File: config.mk
export PLATFORM = sky130hd
export DESIGN_NAME = cimc_top
export DESIGN_NICKNAME = d
export VERILOG_FILES = /design/src/cimc_pkg.sv /design/src/cimc_top.sv
export SDC_FILE = /design/constraint.sdc
export NUM_CORES = 1
export LEC_CHECK = 0
export BUFFER_PORTS_ARGS = -buffer_cell sky130_fd_sc_hd__buf_2
export CAP_MARGIN = 20
export CORE_MARGIN = 4
export CORE_UTILIZATION = 56
export CTS_BUF_LIST = sky130_fd_sc_hd__clkbuf_16
export DETAILED_ROUTE_END_ITERATION = 6
export GPL_TIMING_DRIVEN = 0
export PLACE_DENSITY = 0.92
export REMOVE_ABC_BUFFERS = 1
export SLEW_MARGIN = 20
export SYNTH_ARGS = -nofsm -noshare
export SYNTH_HDL_FRONTEND = slang
export SYNTH_SLANG_ARGS = --single-unit
File: constraint.sdc
create_clock -name i_clk_sys -period 2.73 [get_ports i_clk_sys]
set_input_delay 0.273 -clock i_clk_sys [delete_from_list [all_inputs] [get_ports i_clk_sys]]
set_output_delay 0.273 -clock i_clk_sys [all_outputs]
set_load 0.05 [all_outputs]
File: src/cimc_pkg.sv
package cimc_pkg;
    // register indices; byte address is four times the index
    localparam logic [15:0] IDX_MASK1_LOW  = 16'hff70;
    localparam logic [15:0] IDX_MASK1_HIGH = 16'hff72;
    localparam logic [15:0] IDX_MASK2_LOW  = 16'hff74;
    localparam logic [15:0] IDX_MASK2_HIGH = 16'hff76;
    localparam logic [15:0] IDX_MASK3_LOW  = 16'hff78;
    localparam logic [15:0] IDX_MASK3_HIGH = 16'hff7a;
    localparam logic [15:0] IDX_MASK4_LOW  = 16'hff7c;
    localparam logic [15:0] IDX_MASK4_HIGH = 16'hff7e;
    localparam logic [15:0] IDX_MODE_CTRL  = 16'hff90;
    localparam int          NUM_MASKS      = 4;
    localparam int          ID_W           = 29;
    localparam int          STD_LOW_BITS   = 18;
    localparam int          MASK_HIGH_W    = 13;

    localparam logic [15:0] MASK_RESET     = 16'h0000;
    localparam logic [15:0] CTRL_RESET     = 16'h0000;

    // control register field positions (read view)
    localparam int CTRL_RX_ACT  = 9;
    localparam int CTRL_TX_ACT  = 8;
    localparam int CTRL_ERRCLR  = 7;
    localparam int CTRL_ARBRTY  = 6;
    localparam int CTRL_VALID   = 5;
    localparam int CTRL_PS_LSB  = 3;
    localparam int CTRL_OP_LSB  = 0;
    localparam int CTRL_SET_OFS = 8;

    localparam logic [2:0] OP_INIT     = 3'h0;
    localparam logic [2:0] OP_NORMAL   = 3'h1;
    localparam logic [2:0] OP_NORM_ABT = 3'h2;
    localparam logic [2:0] OP_RX_ONLY  = 3'h3;
    localparam logic [2:0] OP_SINGLE   = 3'h4;
    localparam logic [2:0] OP_SELFTEST = 3'h5;

    localparam logic [1:0] PS_NONE  = 2'h0;
    localparam logic [1:0] PS_SLEEP = 2'h1;
    localparam logic [1:0] PS_BAD   = 2'h2;
    localparam logic [1:0] PS_STOP  = 2'h3;

    localparam logic [1:0] HTRANS_NONSEQ = 2'h2;

    typedef enum logic [2:0] {
        BUS_IDLE = 3'b001,
        BUS_WR   = 3'b010,
        BUS_RD   = 3'b100
    } cimc_bus_e;
endpackage

File: src/cimc_top.sv
// Function
// RULE1: a zero mask bit compares that identifier bit; a one excludes it.
// RULE2: every mask spans the full 29-bit identifier width.
// RULE3: for standard frames only mask bits 28..18 apply; 17..0 ignored.
// RULE4: rx active sets on received start-of-frame or on arbitration loss.
// RULE5: rx active clears on recessive second gap bit or init at first.
// RULE6: tx active sets on sent start-of-frame or first error-flag bit; the code takes the error flag only while tx active is already set.
// RULE7: tx active clears on bus-off, arbitration loss, gap bit two, init.
// RULE8: error-clear bit clears counters and info, then clears itself.
// RULE9: error-clear sets only in init, even when leaving; frozen in sleep/stop.
// RULE10: arbitration-loss retry bit enables retransmit only in single-shot.
// RULE11: valid flag sets on any valid received frame since last clear.
// RULE12: software clears valid before leaving init and reads it back.
// RULE13: receive-only mode drives no acknowledge.
// RULE14: power-save 00 none, 01 sleep, 11 stop; 10 prohibited.
// RULE15: stop is entered or left only through sleep.
// RULE16: sleep request pends until cancelled or bus idle; field shows state.
// RULE17: software checks buffer access flag after leaving power save.
// RULE18: op field 000 init to 101 self-test; 110 and 111 prohibited.
// RULE19: software reads back mode fields to confirm a change.
// RULE20: op field is read-only in sleep or stop.
// RULE21: control writes use bits 15..8 as set, 7..0 as clear.
// RULE22: set one clear zero sets, reverse clears, else unchanged.
// RULE23: error-clear becomes one only when set and clear both written one.
// RULE24: identifier matches when every unmasked bit equals the buffer bit.
//
// Chosen here: the AHB-Lite register port.
`timescale 1ns/1ps
`default_nettype none
module cimc_top (
    input  wire logic        i_clk_sys,
    input  wire logic        i_rst_b,
    // ahb-lite slave
    input  wire logic        i_hsel,
    input  wire logic [31:0] i_haddr,
    input  wire logic [1:0]  i_htrans,
    input  wire logic        i_hwrite,
    input  wire logic [2:0]  i_hsize,
    input  wire logic [31:0] i_hwdata,
    input  wire logic        i_hready,
    output logic      [31:0] o_hrdata,
    output logic             o_hreadyout,
    output logic             o_hresp,
    // protocol engine events, same clock
    input  wire logic        i_rx_sof,
    input  wire logic        i_tx_sof,
    input  wire logic        i_arb_lost,
    input  wire logic        i_err_flag_first,
    input  wire logic        i_bus_off_enter,
    input  wire logic        i_ifs_first_bit,
    input  wire logic        i_ifs_second_recessive,
    input  wire logic        i_valid_frame,
    input  wire logic        i_bus_idle,
    // acceptance filter
    input  wire logic [28:0] i_rx_id,
    input  wire logic        i_rx_extended,
    input  wire logic [28:0] i_buf_id,
    input  wire logic [2:0]  i_mask_sel,
    output logic             o_id_match,
    // mode outputs
    output logic      [2:0]  o_operating_select,
    output logic      [1:0]  o_power_save_select,
    output logic             o_ack_enable,
    output logic             o_retx_on_arb_loss,
    output logic             o_err_count_clear,
    output logic             o_rx_active_flag,
    output logic             o_tx_active_flag
);
    import cimc_pkg::*;

    cimc_bus_e   bus_state;
    logic [15:0] wr_index;
    logic        wr_map_hi;
    logic [15:0] mask_low  [NUM_MASKS];
    logic [12:0] mask_high [NUM_MASKS];
    logic [2:0]  op_mode;
    logic [1:0]  ps_mode;
    logic        sleep_pend;
    logic        err_clr;
    logic        arb_retry;
    logic        valid_flag;
    logic        rx_act;
    logic        tx_act;

    logic        addr_ok;
    logic        ctrl_wr;
    logic [7:0]  wr_set;
    logic [7:0]  wr_clr;
    logic [2:0]  next_op;
    logic [1:0]  ps_req;
    logic [31:0] next_rdata;

    // set/clear pair: set-only sets, clear-only clears, else hold
    function automatic logic pair_upd(input logic cur, input logic s,
                                      input logic c);
        pair_upd = (s & ~c) ? 1'b1 : ((~s & c) ? 1'b0 : cur); // RULE22
    endfunction

    function automatic logic [28:0] mask_of(input logic [2:0] sel,
                                            input logic [15:0] lo [NUM_MASKS],
                                            input logic [12:0] hi [NUM_MASKS]);
        mask_of = '0;
        for (int k = 0; k < NUM_MASKS; k++) begin
            if (sel == 3'(k + 1)) begin
                mask_of = {hi[k], lo[k]}; // RULE2
            end
        end
    endfunction

    function automatic logic id_match(input logic [28:0] rx,
                                      input logic [28:0] bid,
                                      input logic [28:0] msk,
                                      input logic ext);
        logic [28:0] care;
        care = ~msk; // RULE1
        if (!ext) begin
            care[STD_LOW_BITS-1:0] = '0; // RULE3
        end
        id_match = ((rx ^ bid) & care) == '0; // RULE24
    endfunction

    function automatic logic [15:0] reg_read(input logic [15:0] idx,
                                             input logic [15:0] lo [NUM_MASKS],
                                             input logic [12:0] hi [NUM_MASKS],
                                             input logic [15:0] ctrl);
        reg_read = '0;
        for (int k = 0; k < NUM_MASKS; k++) begin
            if (idx == IDX_MASK1_LOW + 16'(4 * k)) begin
                reg_read = lo[k];
            end
            if (idx == IDX_MASK1_HIGH + 16'(4 * k)) begin
                reg_read = {3'h0, hi[k]};
            end
        end
        if (idx == IDX_MODE_CTRL) begin
            reg_read = ctrl;
        end
    endfunction

    // bus address phase decode
    always_comb begin
        addr_ok = i_hsel && i_hready && (i_htrans == HTRANS_NONSEQ);
    end

    // bus phase tracking; reads take one wait state
    always_ff @(posedge i_clk_sys or negedge i_rst_b) begin
        if (!i_rst_b) begin
            bus_state   <= BUS_IDLE;
            wr_index    <= 16'h0000;
            wr_map_hi   <= 1'b0;
            o_hreadyout <= 1'b1;
        end else begin
            case (bus_state)
                BUS_RD: begin
                    bus_state   <= BUS_IDLE;
                    o_hreadyout <= 1'b1;
                end
                BUS_IDLE, BUS_WR: begin
                    if (addr_ok) begin
                        wr_index  <= i_haddr[17:2];
                        wr_map_hi <= (i_haddr[31:18] != 14'h0000);
                        if (i_hwrite) begin
                            bus_state <= BUS_WR;
                        end else begin
                            bus_state   <= BUS_RD;
                            o_hreadyout <= 1'b0;
                        end
                    end else begin
                        bus_state <= BUS_IDLE;
                    end
                end
                default: begin
                    bus_state   <= BUS_IDLE;
                    o_hreadyout <= 1'b1;
                end
            endcase
        end
    end

    always_ff @(posedge i_clk_sys or negedge i_rst_b) begin
        if (!i_rst_b) begin
            o_hresp <= 1'b0;
        end else begin
            o_hresp <= 1'b0;
        end
    end

    // read data, sampled in the wait cycle after any earlier write landed
    always_comb begin
        next_rdata = '0;
        if (!wr_map_hi) begin
            next_rdata[15:0] = reg_read(wr_index, mask_low, mask_high,
                {6'h00, rx_act, tx_act, err_clr, arb_retry, valid_flag,
                 ps_mode, op_mode});
        end
    end

    always_ff @(posedge i_clk_sys or negedge i_rst_b) begin
        if (!i_rst_b) begin
            o_hrdata <= 32'h0000_0000;
        end else if (bus_state == BUS_RD) begin
            o_hrdata <= next_rdata;
        end
    end

    // mask registers
    always_ff @(posedge i_clk_sys or negedge i_rst_b) begin
        if (!i_rst_b) begin
            for (int k = 0; k < NUM_MASKS; k++) begin
                mask_low[k]  <= MASK_RESET;
                mask_high[k] <= MASK_RESET[MASK_HIGH_W-1:0];
            end
        end else if (bus_state == BUS_WR && !wr_map_hi) begin
            for (int k = 0; k < NUM_MASKS; k++) begin
                if (wr_index == IDX_MASK1_LOW + 16'(4 * k)) begin
                    mask_low[k] <= i_hwdata[15:0];
                end
                if (wr_index == IDX_MASK1_HIGH + 16'(4 * k)) begin
                    mask_high[k] <= i_hwdata[MASK_HIGH_W-1:0]; // RULE2
                end
            end
        end
    end

    // control write split into set and clear halves
    always_comb begin
        ctrl_wr = (bus_state == BUS_WR) && !wr_map_hi
                  && (wr_index == IDX_MODE_CTRL);
        wr_set  = ctrl_wr ? i_hwdata[15:8] : 8'h00; // RULE21
        wr_clr  = ctrl_wr ? i_hwdata[7:0] : 8'h00; // RULE21
        for (int b = 0; b < 3; b++) begin
            next_op[b] = pair_upd(op_mode[b], wr_set[CTRL_OP_LSB + b],
                                  wr_clr[CTRL_OP_LSB + b]);
        end
        for (int b = 0; b < 2; b++) begin
            ps_req[b] = pair_upd(ps_mode[b], wr_set[CTRL_PS_LSB + b],
                                 wr_clr[CTRL_PS_LSB + b]);
        end
    end

    // operating mode
    always_ff @(posedge i_clk_sys or negedge i_rst_b) begin
        if (!i_rst_b) begin
            op_mode <= CTRL_RESET[2:0];
        end else if (ctrl_wr && ps_mode == PS_NONE // RULE20
                     && next_op <= OP_SELFTEST) begin // RULE18
            op_mode <= next_op;
        end
    end

    // power save: actual state plus pending sleep request
    always_ff @(posedge i_clk_sys or negedge i_rst_b) begin
        if (!i_rst_b) begin
            ps_mode    <= CTRL_RESET[4:3];
            sleep_pend <= 1'b0;
        end else begin
            if (ctrl_wr && (ps_req != ps_mode || wr_clr[CTRL_PS_LSB])) begin
                case (ps_req) // RULE14
                    PS_NONE: begin
                        sleep_pend <= 1'b0; // RULE16
                        if (ps_mode == PS_SLEEP) begin
                            ps_mode <= PS_NONE;
                        end
                    end
                    PS_SLEEP: begin
                        if (ps_mode == PS_STOP) begin
                            ps_mode <= PS_SLEEP; // RULE15
                        end else begin
                            sleep_pend <= 1'b1; // RULE16
                        end
                    end
                    PS_STOP: begin
                        if (ps_mode == PS_SLEEP) begin
                            ps_mode <= PS_STOP; // RULE15
                        end
                    end
                    default: begin
                        ps_mode <= ps_mode;
                    end
                endcase
            end else if (sleep_pend && i_bus_idle) begin
                ps_mode    <= PS_SLEEP; // RULE16
                sleep_pend <= 1'b0;
            end
        end
    end

    // error counter clear bit and its self-clearing pulse
    always_ff @(posedge i_clk_sys or negedge i_rst_b) begin
        if (!i_rst_b) begin
            err_clr           <= 1'b0;
            o_err_count_clear <= 1'b0;
        end else begin
            o_err_count_clear <= err_clr && !o_err_count_clear; // RULE8
            if (wr_set[7] && wr_clr[7] && op_mode == OP_INIT // RULE23
                && ps_mode == PS_NONE) begin // RULE9
                err_clr <= 1'b1;
            end else if (o_err_count_clear) begin
                err_clr <= 1'b0; // RULE8
            end
        end
    end

    // arbitration-loss retry and valid flag
    always_ff @(posedge i_clk_sys or negedge i_rst_b) begin
        if (!i_rst_b) begin
            arb_retry  <= 1'b0;
            valid_flag <= 1'b0;
        end else begin
            arb_retry <= pair_upd(arb_retry, wr_set[6], wr_clr[6]);
            if (i_valid_frame) begin
                valid_flag <= 1'b1; // RULE11
            end else if (wr_clr[CTRL_VALID]) begin
                valid_flag <= 1'b0;
            end
        end
    end

    // activity flags; a set event wins over a clear in the same cycle
    always_ff @(posedge i_clk_sys or negedge i_rst_b) begin
        if (!i_rst_b) begin
            rx_act <= 1'b0;
            tx_act <= 1'b0;
        end else begin
            if (i_rx_sof || i_arb_lost) begin
                rx_act <= 1'b1; // RULE4
            end else if (i_ifs_second_recessive
                         || (i_ifs_first_bit && op_mode == OP_INIT)) begin
                rx_act <= 1'b0; // RULE5
            end
            if (i_tx_sof || (i_err_flag_first && tx_act)) begin
                tx_act <= 1'b1; // RULE6
            end else if (i_bus_off_enter || i_arb_lost
                         || i_ifs_second_recessive
                         || (i_ifs_first_bit && op_mode == OP_INIT)) begin
                tx_act <= 1'b0; // RULE7
            end
        end
    end

    // registered mode and filter outputs
    always_ff @(posedge i_clk_sys or negedge i_rst_b) begin
        if (!i_rst_b) begin
            o_id_match          <= 1'b0;
            o_operating_select  <= CTRL_RESET[2:0];
            o_power_save_select <= CTRL_RESET[4:3];
            o_ack_enable        <= 1'b0;
            o_retx_on_arb_loss  <= 1'b0;
            o_rx_active_flag    <= 1'b0;
            o_tx_active_flag    <= 1'b0;
        end else begin
            o_id_match <= id_match(i_rx_id, i_buf_id,
                              mask_of(i_mask_sel, mask_low, mask_high),
                              i_rx_extended);
            o_operating_select  <= op_mode;
            o_power_save_select <= ps_mode;
            o_ack_enable        <= (op_mode != OP_INIT)
                                   && (op_mode != OP_RX_ONLY); // RULE13
            o_retx_on_arb_loss  <= (op_mode != OP_SINGLE)
                                   || arb_retry; // RULE10
            o_rx_active_flag    <= rx_act;
            o_tx_active_flag    <= tx_act;
        end
    end
endmodule // cimc_top
`default_nettype wire

==> impl_metrics.tcl, run 1 <==
set metrics [dict create \
    status "complete, but fails checks" \
    violations "DRC, setup timing" \
    syn_avg_cell_area_um2 10.7 \
    timing.final.ws_setup_ps -12.7 \
    die_h_um 137 \
    finalHoldViolations 0 \
    rows 46 \
    cts_setup_buffers 0 \
    grt-ovfl-total 0 \
    required_ps 3050 \
    combPwrFrac 0.132 \
    vias 8460 \
    muxShareOfSynthArea 0.157 \
    synth-seq-cells 175 \
    drive_gt1_frac 0.291 \
    r2r_slack_ps -10 \
    core_area_mm2 0.0161 \
    nets 1147 \
    holdPathStages 2 \
    cts_buffers 17 \
    r2r-start "wr_index[2]" \
    fin_util 0.675 \
    leakage_nw 4.87 \
    drc 27 \
    grt_use_total 0.325 \
    ys_seq_area_frac 0.471 \
    numPortBuffers 151 \
    clock_path_buffers 2 \
    final-instance-count-excl-fill 1230 \
    synth_top_family_by_area "compound AO/OA/AOI/OAI gates" \
    synth_compound_area_frac 0.169 \
    initial_core_util 0.579 \
    antenna_found_initial 1 \
    finalCriticalPeriod_ps 2740 \
    grt_max_degree 95 \
    cts_tree "yes" \
    dp_cells 1197 \
    ir_drop_uv 491 \
    clk-insertion-delay-late_ps 440 \
    critical_path_class "flip-flop to flip-flop" \
    ios 190 \
    p_switching_mw 1.77 \
    fillers 1113 \
    fp.dieW_um 137 \
    worstReg2RegEnd "mask_high[11]" \
    pwr-share-clk 0.410 \
    post-dp-hpwl_um 19800 \
    clk_pin_slew_ps 60 \
    synthSimpleGateAreaFrac 0.129 \
    critPathLaunchType "flip-flop" \
    die_area_mm2 0.0187 \
    clockRootBuffer "clkbuf_16" \
    min_from "i_hwrite" \
    grt_pass1_vias 8436 \
    worstPathArrival_ps 3060 \
    worst_hold_slack_ps 15.3 \
    worst_slew_pin_slew_ps 1190 \
    routed_wirelength_um 30100 \
    finalSetupViolCount 4 \
    synth_flop_cell "dfrtp_1" \
    cap_violations 0 \
    htreeDepth 4 \
    internal-power_mw 4.54 \
    grt_pass1_wl_um 45500 \
    skew_ps 10.6 \
    antenna_left 0 \
    synth_edf_count 0 \
    n_antenna_cell 0 \
    r2r_cells 6 \
    yosysUniqueCellTypes 78 \
    path_max_fanout 32 \
    hp-class "primary input to flip-flop" \
    slew_headroom 0.204 \
    detail_route.iter0.violations 1315 \
    slew_violations 0 \
    p_sw_frac 0.281 \
    clock_sinks 175 \
    synth-adder-area-share 0.00350 \
    vias_per_cell 6.88 \
    fmax_mhz 365 \
    cp-end-kind "flip-flop" \
    synth_xor_area_frac 0.0282 \
    p_per_area_mw_per_mm2 582 \
    dr.pass1.iters 7 \
    min_to "bus_state[2]" \
    place.gp.congestion 0.996 \
    syn2layout_area_growth_pct 16.5 \
    p_total_mw 6.31 \
    async_reset_ff_frac 1.00 \
    seqPwrFrac 0.459 \
    wl_per_cell_um 24.5 \
    finalCritPeriodShare 1.00 \
    netlist_area_mm2 0.00931 \
    syn_inst 870 \
    yosys_warnings 0 \
]
cell usage in the layout (no fill, tap or decap), types with 4 or more instances in the layout:
| cell | count |
|---|---|
| nand4_1 | 6 |
| conb_1 | 17 |
| bufinv_16 | 4 |
| inv_2 | 4 |
| o31a_1 | 7 |
| nor2_4 | 4 |
| nor4_1 | 9 |
| a22o_1 | 10 |
| nand2b_1 | 6 |
| buf_2 | 149 |
| o211ai_1 | 10 |
| nand2_2 | 5 |
| o21ai_1 | 27 |
| and2_1 | 12 |
| nand3_1 | 7 |
| mux2_1 | 46 |
| o22a_1 | 8 |
| a221oi_1 | 17 |
| dfrtp_1 | 171 |
| a222oi_1 | 5 |
| o21ai_0 | 44 |
| nor3_1 | 10 |
| a21oi_1 | 32 |
| mux2_2 | 62 |
| nor3_2 | 4 |
| and3_1 | 4 |
| a22oi_1 | 20 |
| o221ai_1 | 6 |
| mux2i_1 | 24 |
| a21o_1 | 7 |
| nand2_1 | 79 |
| nand3_2 | 4 |
| inv_1 | 9 |
| clkbuf_16 | 17 |
| o22ai_1 | 8 |
| nor2b_1 | 7 |
| xnor2_1 | 27 |
| nor2_1 | 41 |
worst max-delay path, stage by stage, from the launching register on:
cell and delay [ps]:
dfrtp_4 730, inv_1 310, nor3_2 310, nand2_1 310, nor2_4 410, buf_6 210, mux2_1 340
state kept, by name, summed over array words and instances (netlist names), 2 cells and up:
| signal | count |
|---|---|
| o_operating_select | 3 |
| mask_low | 64 |
| op_mode | 3 |
| mask_high | 52 |
| ps_mode | 2 |
| bus_state | 3 |
| o_hrdata | 16 |
| wr_index | 16 |
| o_power_save_select | 2 |
area by class of cell:
cell class	instances	area, um^2	share of cell area
well taps	216	270	0.0249
multi-input cells	639	4680	0.432
clock buffers	17	425	0.0392
inverters	12	45.0	0.00415
clock inverters	15	193	0.0178
repair buffers	156	840	0.0774
flip-flops and latches	175	4390	0.405
per-layer routing:
metal | vias to the layer above | wire [um] | GRT usage
met5 | - | 0 | 0
met4 | 0 | 2060 | 0.210
met3 | 223 | 4080 | 0.0949
met2 | 773 | 13600 | 0.501
met1 | 4008 | 10400 | 0.401
li1 | 3456 | - | -
how the worst max path moves through the flow:
stage	slack, ps	from	endpoint
after floorplan	130	wr_index[2]	mask_high[0]
final	-10	wr_index[2]	mask_high[11]
after global placement	-1280	i_rst_b	mask_high[8]
after detailed placement	-1080	wr_index[2]	mask_low[53]
after global routing	-40	wr_index[0]	mask_high[3]
after CTS	-10	wr_index[0]	o_hrdata[8]
synthesized netlist by cell type (all sizes together), types with 16 or more instances:
master  instances  area share
nor2           48       0.020
dfrtp         173        0.47
nor3           16       0.012
xnor2          27       0.025
mux2i          24       0.026
a21oi          34       0.019
nand2          86       0.035
mux2          108        0.13
clkbuf         17      0.0069
a22oi          20       0.016
o21ai          71       0.038
buf            43       0.031
a221oi         17       0.016
per-stage QoR:
stage,worst slack [ps],TNS (ps),cell area [um^2]
after global routing,-44.9,-227,10800
after global placement,-1280,-281120,10000
final,-12.7,-37.4,10800
after CTS,-14.4,-46.1,10800
after floorplan,132,0,9010
after detailed placement,-1080,-58090,10100
logic make-up (layout without fill, tap and decap cells):
family / after synthesis / count (layout)
buf+inv: 72 / 200
compound gates: 229 / 229
simple gates: 228 / 228
flops: 175 / 175
fa+ha+maj: 3 / 3
mux: 132 / 132
other cells: 1 / 17
xor+xnor: 30 / 30
power by group through the flow:
stage | Combinational (mW) | Sequential [mW] | Clock (mW)
floorplan | 0.435 | 2.89 | 0
global route | 0.893 | 2.90 | 2.69
detailed placement | 0.787 | 2.92 | 0
CTS | 0.799 | 2.88 | 2.58
global placement | 0.756 | 2.91 | 0
finish | 0.833 | 2.89 | 2.59
what timing repair did:
action | 4_1_cts | 5_1_grt
setup endpoints to repair | 118 | 44
hold endpoints to repair | 79 | 0
hold buffers | 1 | 0
resized for setup | 17 | 11
(Power assumes the default switching activity.)
==> run 2, diff against run 1 <==
Settings changed: CORE_UTILIZATION 56 to 50, MAX_ROUTING_LAYER set to met4, PLACE_DENSITY 0.92 to 0.88.
Clock period 2.73 ns to 2.32 ns, I/O delays scaled along.
==> impl_metrics.tcl, run 2 (synthesized netlist as in run 1, its figures left out) <==
set metrics [dict create \
    clock_sinks 175 \
    detail_route.iter0.violations 1261 \
    place.gp.congestion 0.959 \
    cts_buffers 17 \
    fp.dieW_um 144 \
    finalCritPeriodShare 1.08 \
    drc 0 \
    cp-end-kind "flip-flop" \
    ir_drop_uv 509 \
    rsz0062_at_grt "yes" \
    slew_headroom 0.332 \
    combPwrFrac 0.161 \
    grt-ovfl-total 0 \
    fillers 1350 \
    clock_path_buffers 2 \
    rows 49 \
    antenna_left 0 \
    grt_use_total 0.299 \
    numPortBuffers 151 \
    dp_cells 1212 \
    dr.pass1.iters 7 \
    violations "setup timing" \
    stdcell_area_mm2 0.0112 \
    critPathLaunchType "flip-flop" \
    p_sw_frac 0.299 \
    reg.largest.list "mask_low (64), mask_high (52)" \
    pwr-share-clk 0.362 \
    grt_pass1_wl_um 45500 \
    leakage_nw 5.05 \
    routed_wirelength_um 31200 \
    pre_cts_slack_ps -1440 \
    p_total_mw 7.05 \
    wl_per_cell_um 24.4 \
    tns_ps -3740 \
    initial_core_util 0.513 \
    required_ps 2630 \
    grt_pass1_vias 8183 \
    largest_reg_flops 64 \
    path_max_fanout 21 \
    clk_pin_slew_ps 70 \
    clockRootBuffer "clkbuf_16" \
    antenna_found_initial 0 \
    top_register "mask_low" \
    final_common_cell "dfrtp_1" \
    status "complete, but fails checks" \
    vias 8453 \
    finalSetupViolCount 46 \
    fmax_mhz 399 \
    worst_hold_slack_ps 0.872 \
    htreeDepth 4 \
    fin_util 0.619 \
    grt_max_degree 65 \
    skew_ps 8.75 \
    die_h_um 144 \
    clk-insertion-delay-late_ps 440 \
    internal-power_mw 4.94 \
    timing.final.ws_setup_ps -189 \
    cts_tree "yes" \
    final-instance-count-excl-fill 1276 \
    critical_path_class "flip-flop to flip-flop" \
    p_switching_mw 2.11 \
    worst_slew_pin_slew_ps 995 \
    nets 1180 \
    n_antenna_cell 0 \
    slew_violations 0 \
    ios 190 \
    final_cell_mix "dfrtp_1, buf_2, nand2_1, mux2_2, mux2_1" \
    drive_gt1_frac 0.315 \
    hp-class "primary input to flip-flop" \
    vias_per_cell 6.62 \
    core_area_mm2 0.0181 \
    die_area_mm2 0.0209 \
    dpl_cell_area_mm2 0.0102 \
    finalHoldViolations 0 \
    finalCriticalPeriod_ps 2510 \
    worstPathArrival_ps 2820 \
    p_per_area_mw_per_mm2 628 \
    syn2layout_area_growth_pct 20.7 \
    seqPwrFrac 0.477 \
    cap_violations 0 \
    post-dp-hpwl_um 20500 \
]
[run 2: final cells by class]
class	instances	area, um^2	share of cell area
tap	229	287	0.0255
multi-input combinational	639	4840	0.431
clock buffer	17	425	0.0379
inverter	12	45.0	0.00401
sequential	175	4390	0.391
clock inverter	15	81.3	0.00724
timing repair buffer	189	1160	0.104
[run 2: path summary, 6_finish.rpt]
kind / depth (start not counted) / startpoint / slack [ps] / end
setup / recovery: 5 / wr_index[14] / -190 / mask_low[24]
min in group asynchronous: 2 / i_rst_b / 310 / o_power_save_select[0]
setup reg to reg: 5 / wr_index[14] / -190 / mask_low[24]
max in group asynchronous: 3 / i_rst_b / 1340 / rx_act
hold / removal: 3 / i_haddr[5] / 0.9 / wr_index[3]
hold reg to reg: 0 / tx_act / 440 / o_tx_active_flag
[run 2: critical path, stage by stage (launching register included)]
cell,delay [ps]
dfrtp_1,430
and4_1,330
nand4_1,340
nor3_2,540
nand2_4,330
mux2_1,400
[run 2: metal layers]
layer  GRT usage  share of wire
met1       0.365           0.36
met2       0.455           0.46
met3      0.0734           0.13
met4       0.168          0.061
met5           -              0
[run 2: timing repair]
action / CTS / global route
hold endpoints to repair: 55 / 0
hold buffers: 5 / 0
pin swaps: 4 / 3
setup buffers: 17 / 10
resized for setup: 40 / 17
endpoints found under the setup margin: 139 / 98
[run 2: power by group through the flow]
stage / clock, mW / combinational (mW) / sequential (mW)
after floorplan: 0 / 0.512 / 3.40
after global placement: 0 / 0.898 / 3.42
after detailed placement: 0 / 0.970 / 3.42
after CTS: 2.54 / 1.06 / 3.34
after global routing: 2.68 / 1.21 / 3.37
final: 2.55 / 1.14 / 3.36
==> run 3, diff against run 2 <==
Settings changed: CORE_UTILIZATION 50 to 60, PLACE_DENSITY 0.88 to 0.95.
Clock period 2.32 ns to 3.1 ns, I/O delays scaled along.
==> impl_metrics.tcl, run 3 (synthesized netlist as in run 1, its figures left out) <==
set metrics [dict create \
    cp_slowest_cell "dfrtp_2" \
    clockRootBuffer "clkbuf_16" \
    rsz0062_at_grt "no" \
    grt_max_degree 101 \
    p_sw_frac 0.288 \
    seqPwrFrac 0.460 \
    worst_slew_pin_slew_ps 1220 \
    fmax_mhz 330 \
    core_area_mm2 0.0152 \
    r2r_cells 6 \
    slowest_delay_ps 850 \
    routed_wirelength_um 30600 \
    grt_pass1_vias 8478 \
    final_common_cell "dfrtp_1" \
    r2r-start "wr_index[2]" \
    reg.largest.list "mask_low (64), mask_high (52)" \
    hp-class "primary input to flip-flop" \
    cap_violations 0 \
    path_cells "inv_1 > nor3_2 > nand2_1 > nor2_2 > buf_8 > mux2_1" \
    die_area_mm2 0.0176 \
    status "complete, but fails checks" \
    cts_tree "yes" \
    critical_path_class "flip-flop to flip-flop" \
    nets 1148 \
    n_antenna_cell 0 \
    final_cell_mix "dfrtp_1, buf_2, nand2_1, mux2_2, mux2_1" \
    violations "DRC" \
    cts_setup_buffers 0 \
    drc 1 \
    finalHoldViolations 0 \
    tns_ps 0 \
    worstReg2RegEnd "mask_high[11]" \
    post-dp-hpwl_um 20300 \
    initial_core_util 0.612 \
    detail_route.iter0.violations 1256 \
    fp.dieW_um 133 \
    startpoint "wr_index[2]" \
    ios 190 \
    antenna_found_initial 0 \
    cp-end-kind "flip-flop" \
    wl_per_cell_um 25.5 \
    required_ps 3420 \
    fillers 1081 \
    min_from "i_hwrite" \
    grt_pass1_wl_um 46400 \
    die_h_um 133 \
    largest_reg_flops 64 \
    dp_cells 1169 \
    top_register "mask_low" \
    antenna_left 0 \
    worstPathArrival_ps 3350 \
    vias_per_cell 6.99 \
    combPwrFrac 0.131 \
    internal-power_mw 3.93 \
    p_per_area_mw_per_mm2 513 \
    place.gp.congestion 1.02 \
    p_total_mw 5.52 \
    slew_headroom 0.179 \
    clk-insertion-delay-late_ps 450 \
    final-instance-count-excl-fill 1203 \
    dr.pass1.iters 7 \
    slew_violations 0 \
    drive_gt1_frac 0.286 \
    path_max_fanout 32 \
    grt-ovfl-total 0 \
    finalCritPeriodShare 0.977 \
    r2r_slack_ps 70 \
    finalCriticalPeriod_ps 3030 \
    syn2layout_area_growth_pct 15.6 \
    skew_ps 9.62 \
    min_to "bus_state[2]" \
    clock_path_buffers 2 \
    holdPathStages 2 \
    cts_buffers 17 \
    htreeDepth 4 \
    clock_sinks 175 \
    clk_pin_slew_ps 70 \
    leakage_nw 4.82 \
    critPathLaunchType "flip-flop" \
    numPortBuffers 151 \
    p_switching_mw 1.59 \
    fin_util 0.708 \
    vias 8407 \
    grt_use_total 0.356 \
    ir_drop_uv 426 \
    finalSetupViolCount 0 \
    rows 45 \
    pwr-share-clk 0.409 \
]
## run 3: cell types whose count changed in the layout (fill, tap and decap cells not counted), sizes merged
cell | previous run | this run
dlygate4sd3 | 5 | 1
clkbuf | 17 | 18
bufinv | 0 | 3
clkinv | 8 | 2
inv | 15 | 19
clkinvlp | 4 | 3
buf | 184 | 155
## run 3: stage by stage
step	cell area [um^2]	hold WS [ps]	worst slack [ps]
floorplan	9010	14.4	502
global placement	10000	416	-911
detailed placement	10100	318	-553
CTS	10700	26.0	16.3
global route	10800	39.3	37.0
finish	10800	30.7	70.2
## run 3: worst max path at each step
stage | endpoint | cells after the start
after detailed placement | mask_low[62] | 5
after global routing | mask_high[2] | 6
after CTS | mask_high[31] | 5
final | mask_high[11] | 6
after global placement | o_hrdata[2] | 1
after floorplan | mask_high[0] | 5
## run 3: power by group through the flow
stage / clock network [mW] / registers (mW) / logic, mW
floorplan: 0 / 2.54 / 0.383
global placement: 0 / 2.56 / 0.669
detailed placement: 0 / 2.57 / 0.692
CTS: 2.25 / 2.53 / 0.702
global route: 2.35 / 2.55 / 0.777
finish: 2.26 / 2.54 / 0.722
## run 3: layout make-up
class	count	area, um^2	share of cell area
well taps	188	235	0.0219
inverters	12	45.0	0.00419
clock inverters	15	183	0.0170
multi-input cells	639	4630	0.430
repair buffers	157	858	0.0798
flip-flops and latches	175	4380	0.407
clock buffers	17	425	0.0395
## run 3: timing repair
item | CTS | global route
hold buffers | 1 | 0
resized for setup | 5 | 6
endpoints found under the setup margin | 34 | 19
endpoints found under the hold margin | 75 | 0
## run 3: routing by layer
layer  share of wire  wire [um]  track usage
met1            0.35      10900        0.428
met2            0.46      14200        0.542
met3            0.13       3890       0.0996
met4           0.055       1700        0.200
met5               0          0            -
## run 3: worst max-delay path: cells and delay by family, from the launching register on
family | cells | cell delay (ps)
buffers and inverters | 2 | 570
muxes | 1 | 340
and+or+nand+nor | 3 | 1130
DFF | 1 | 850
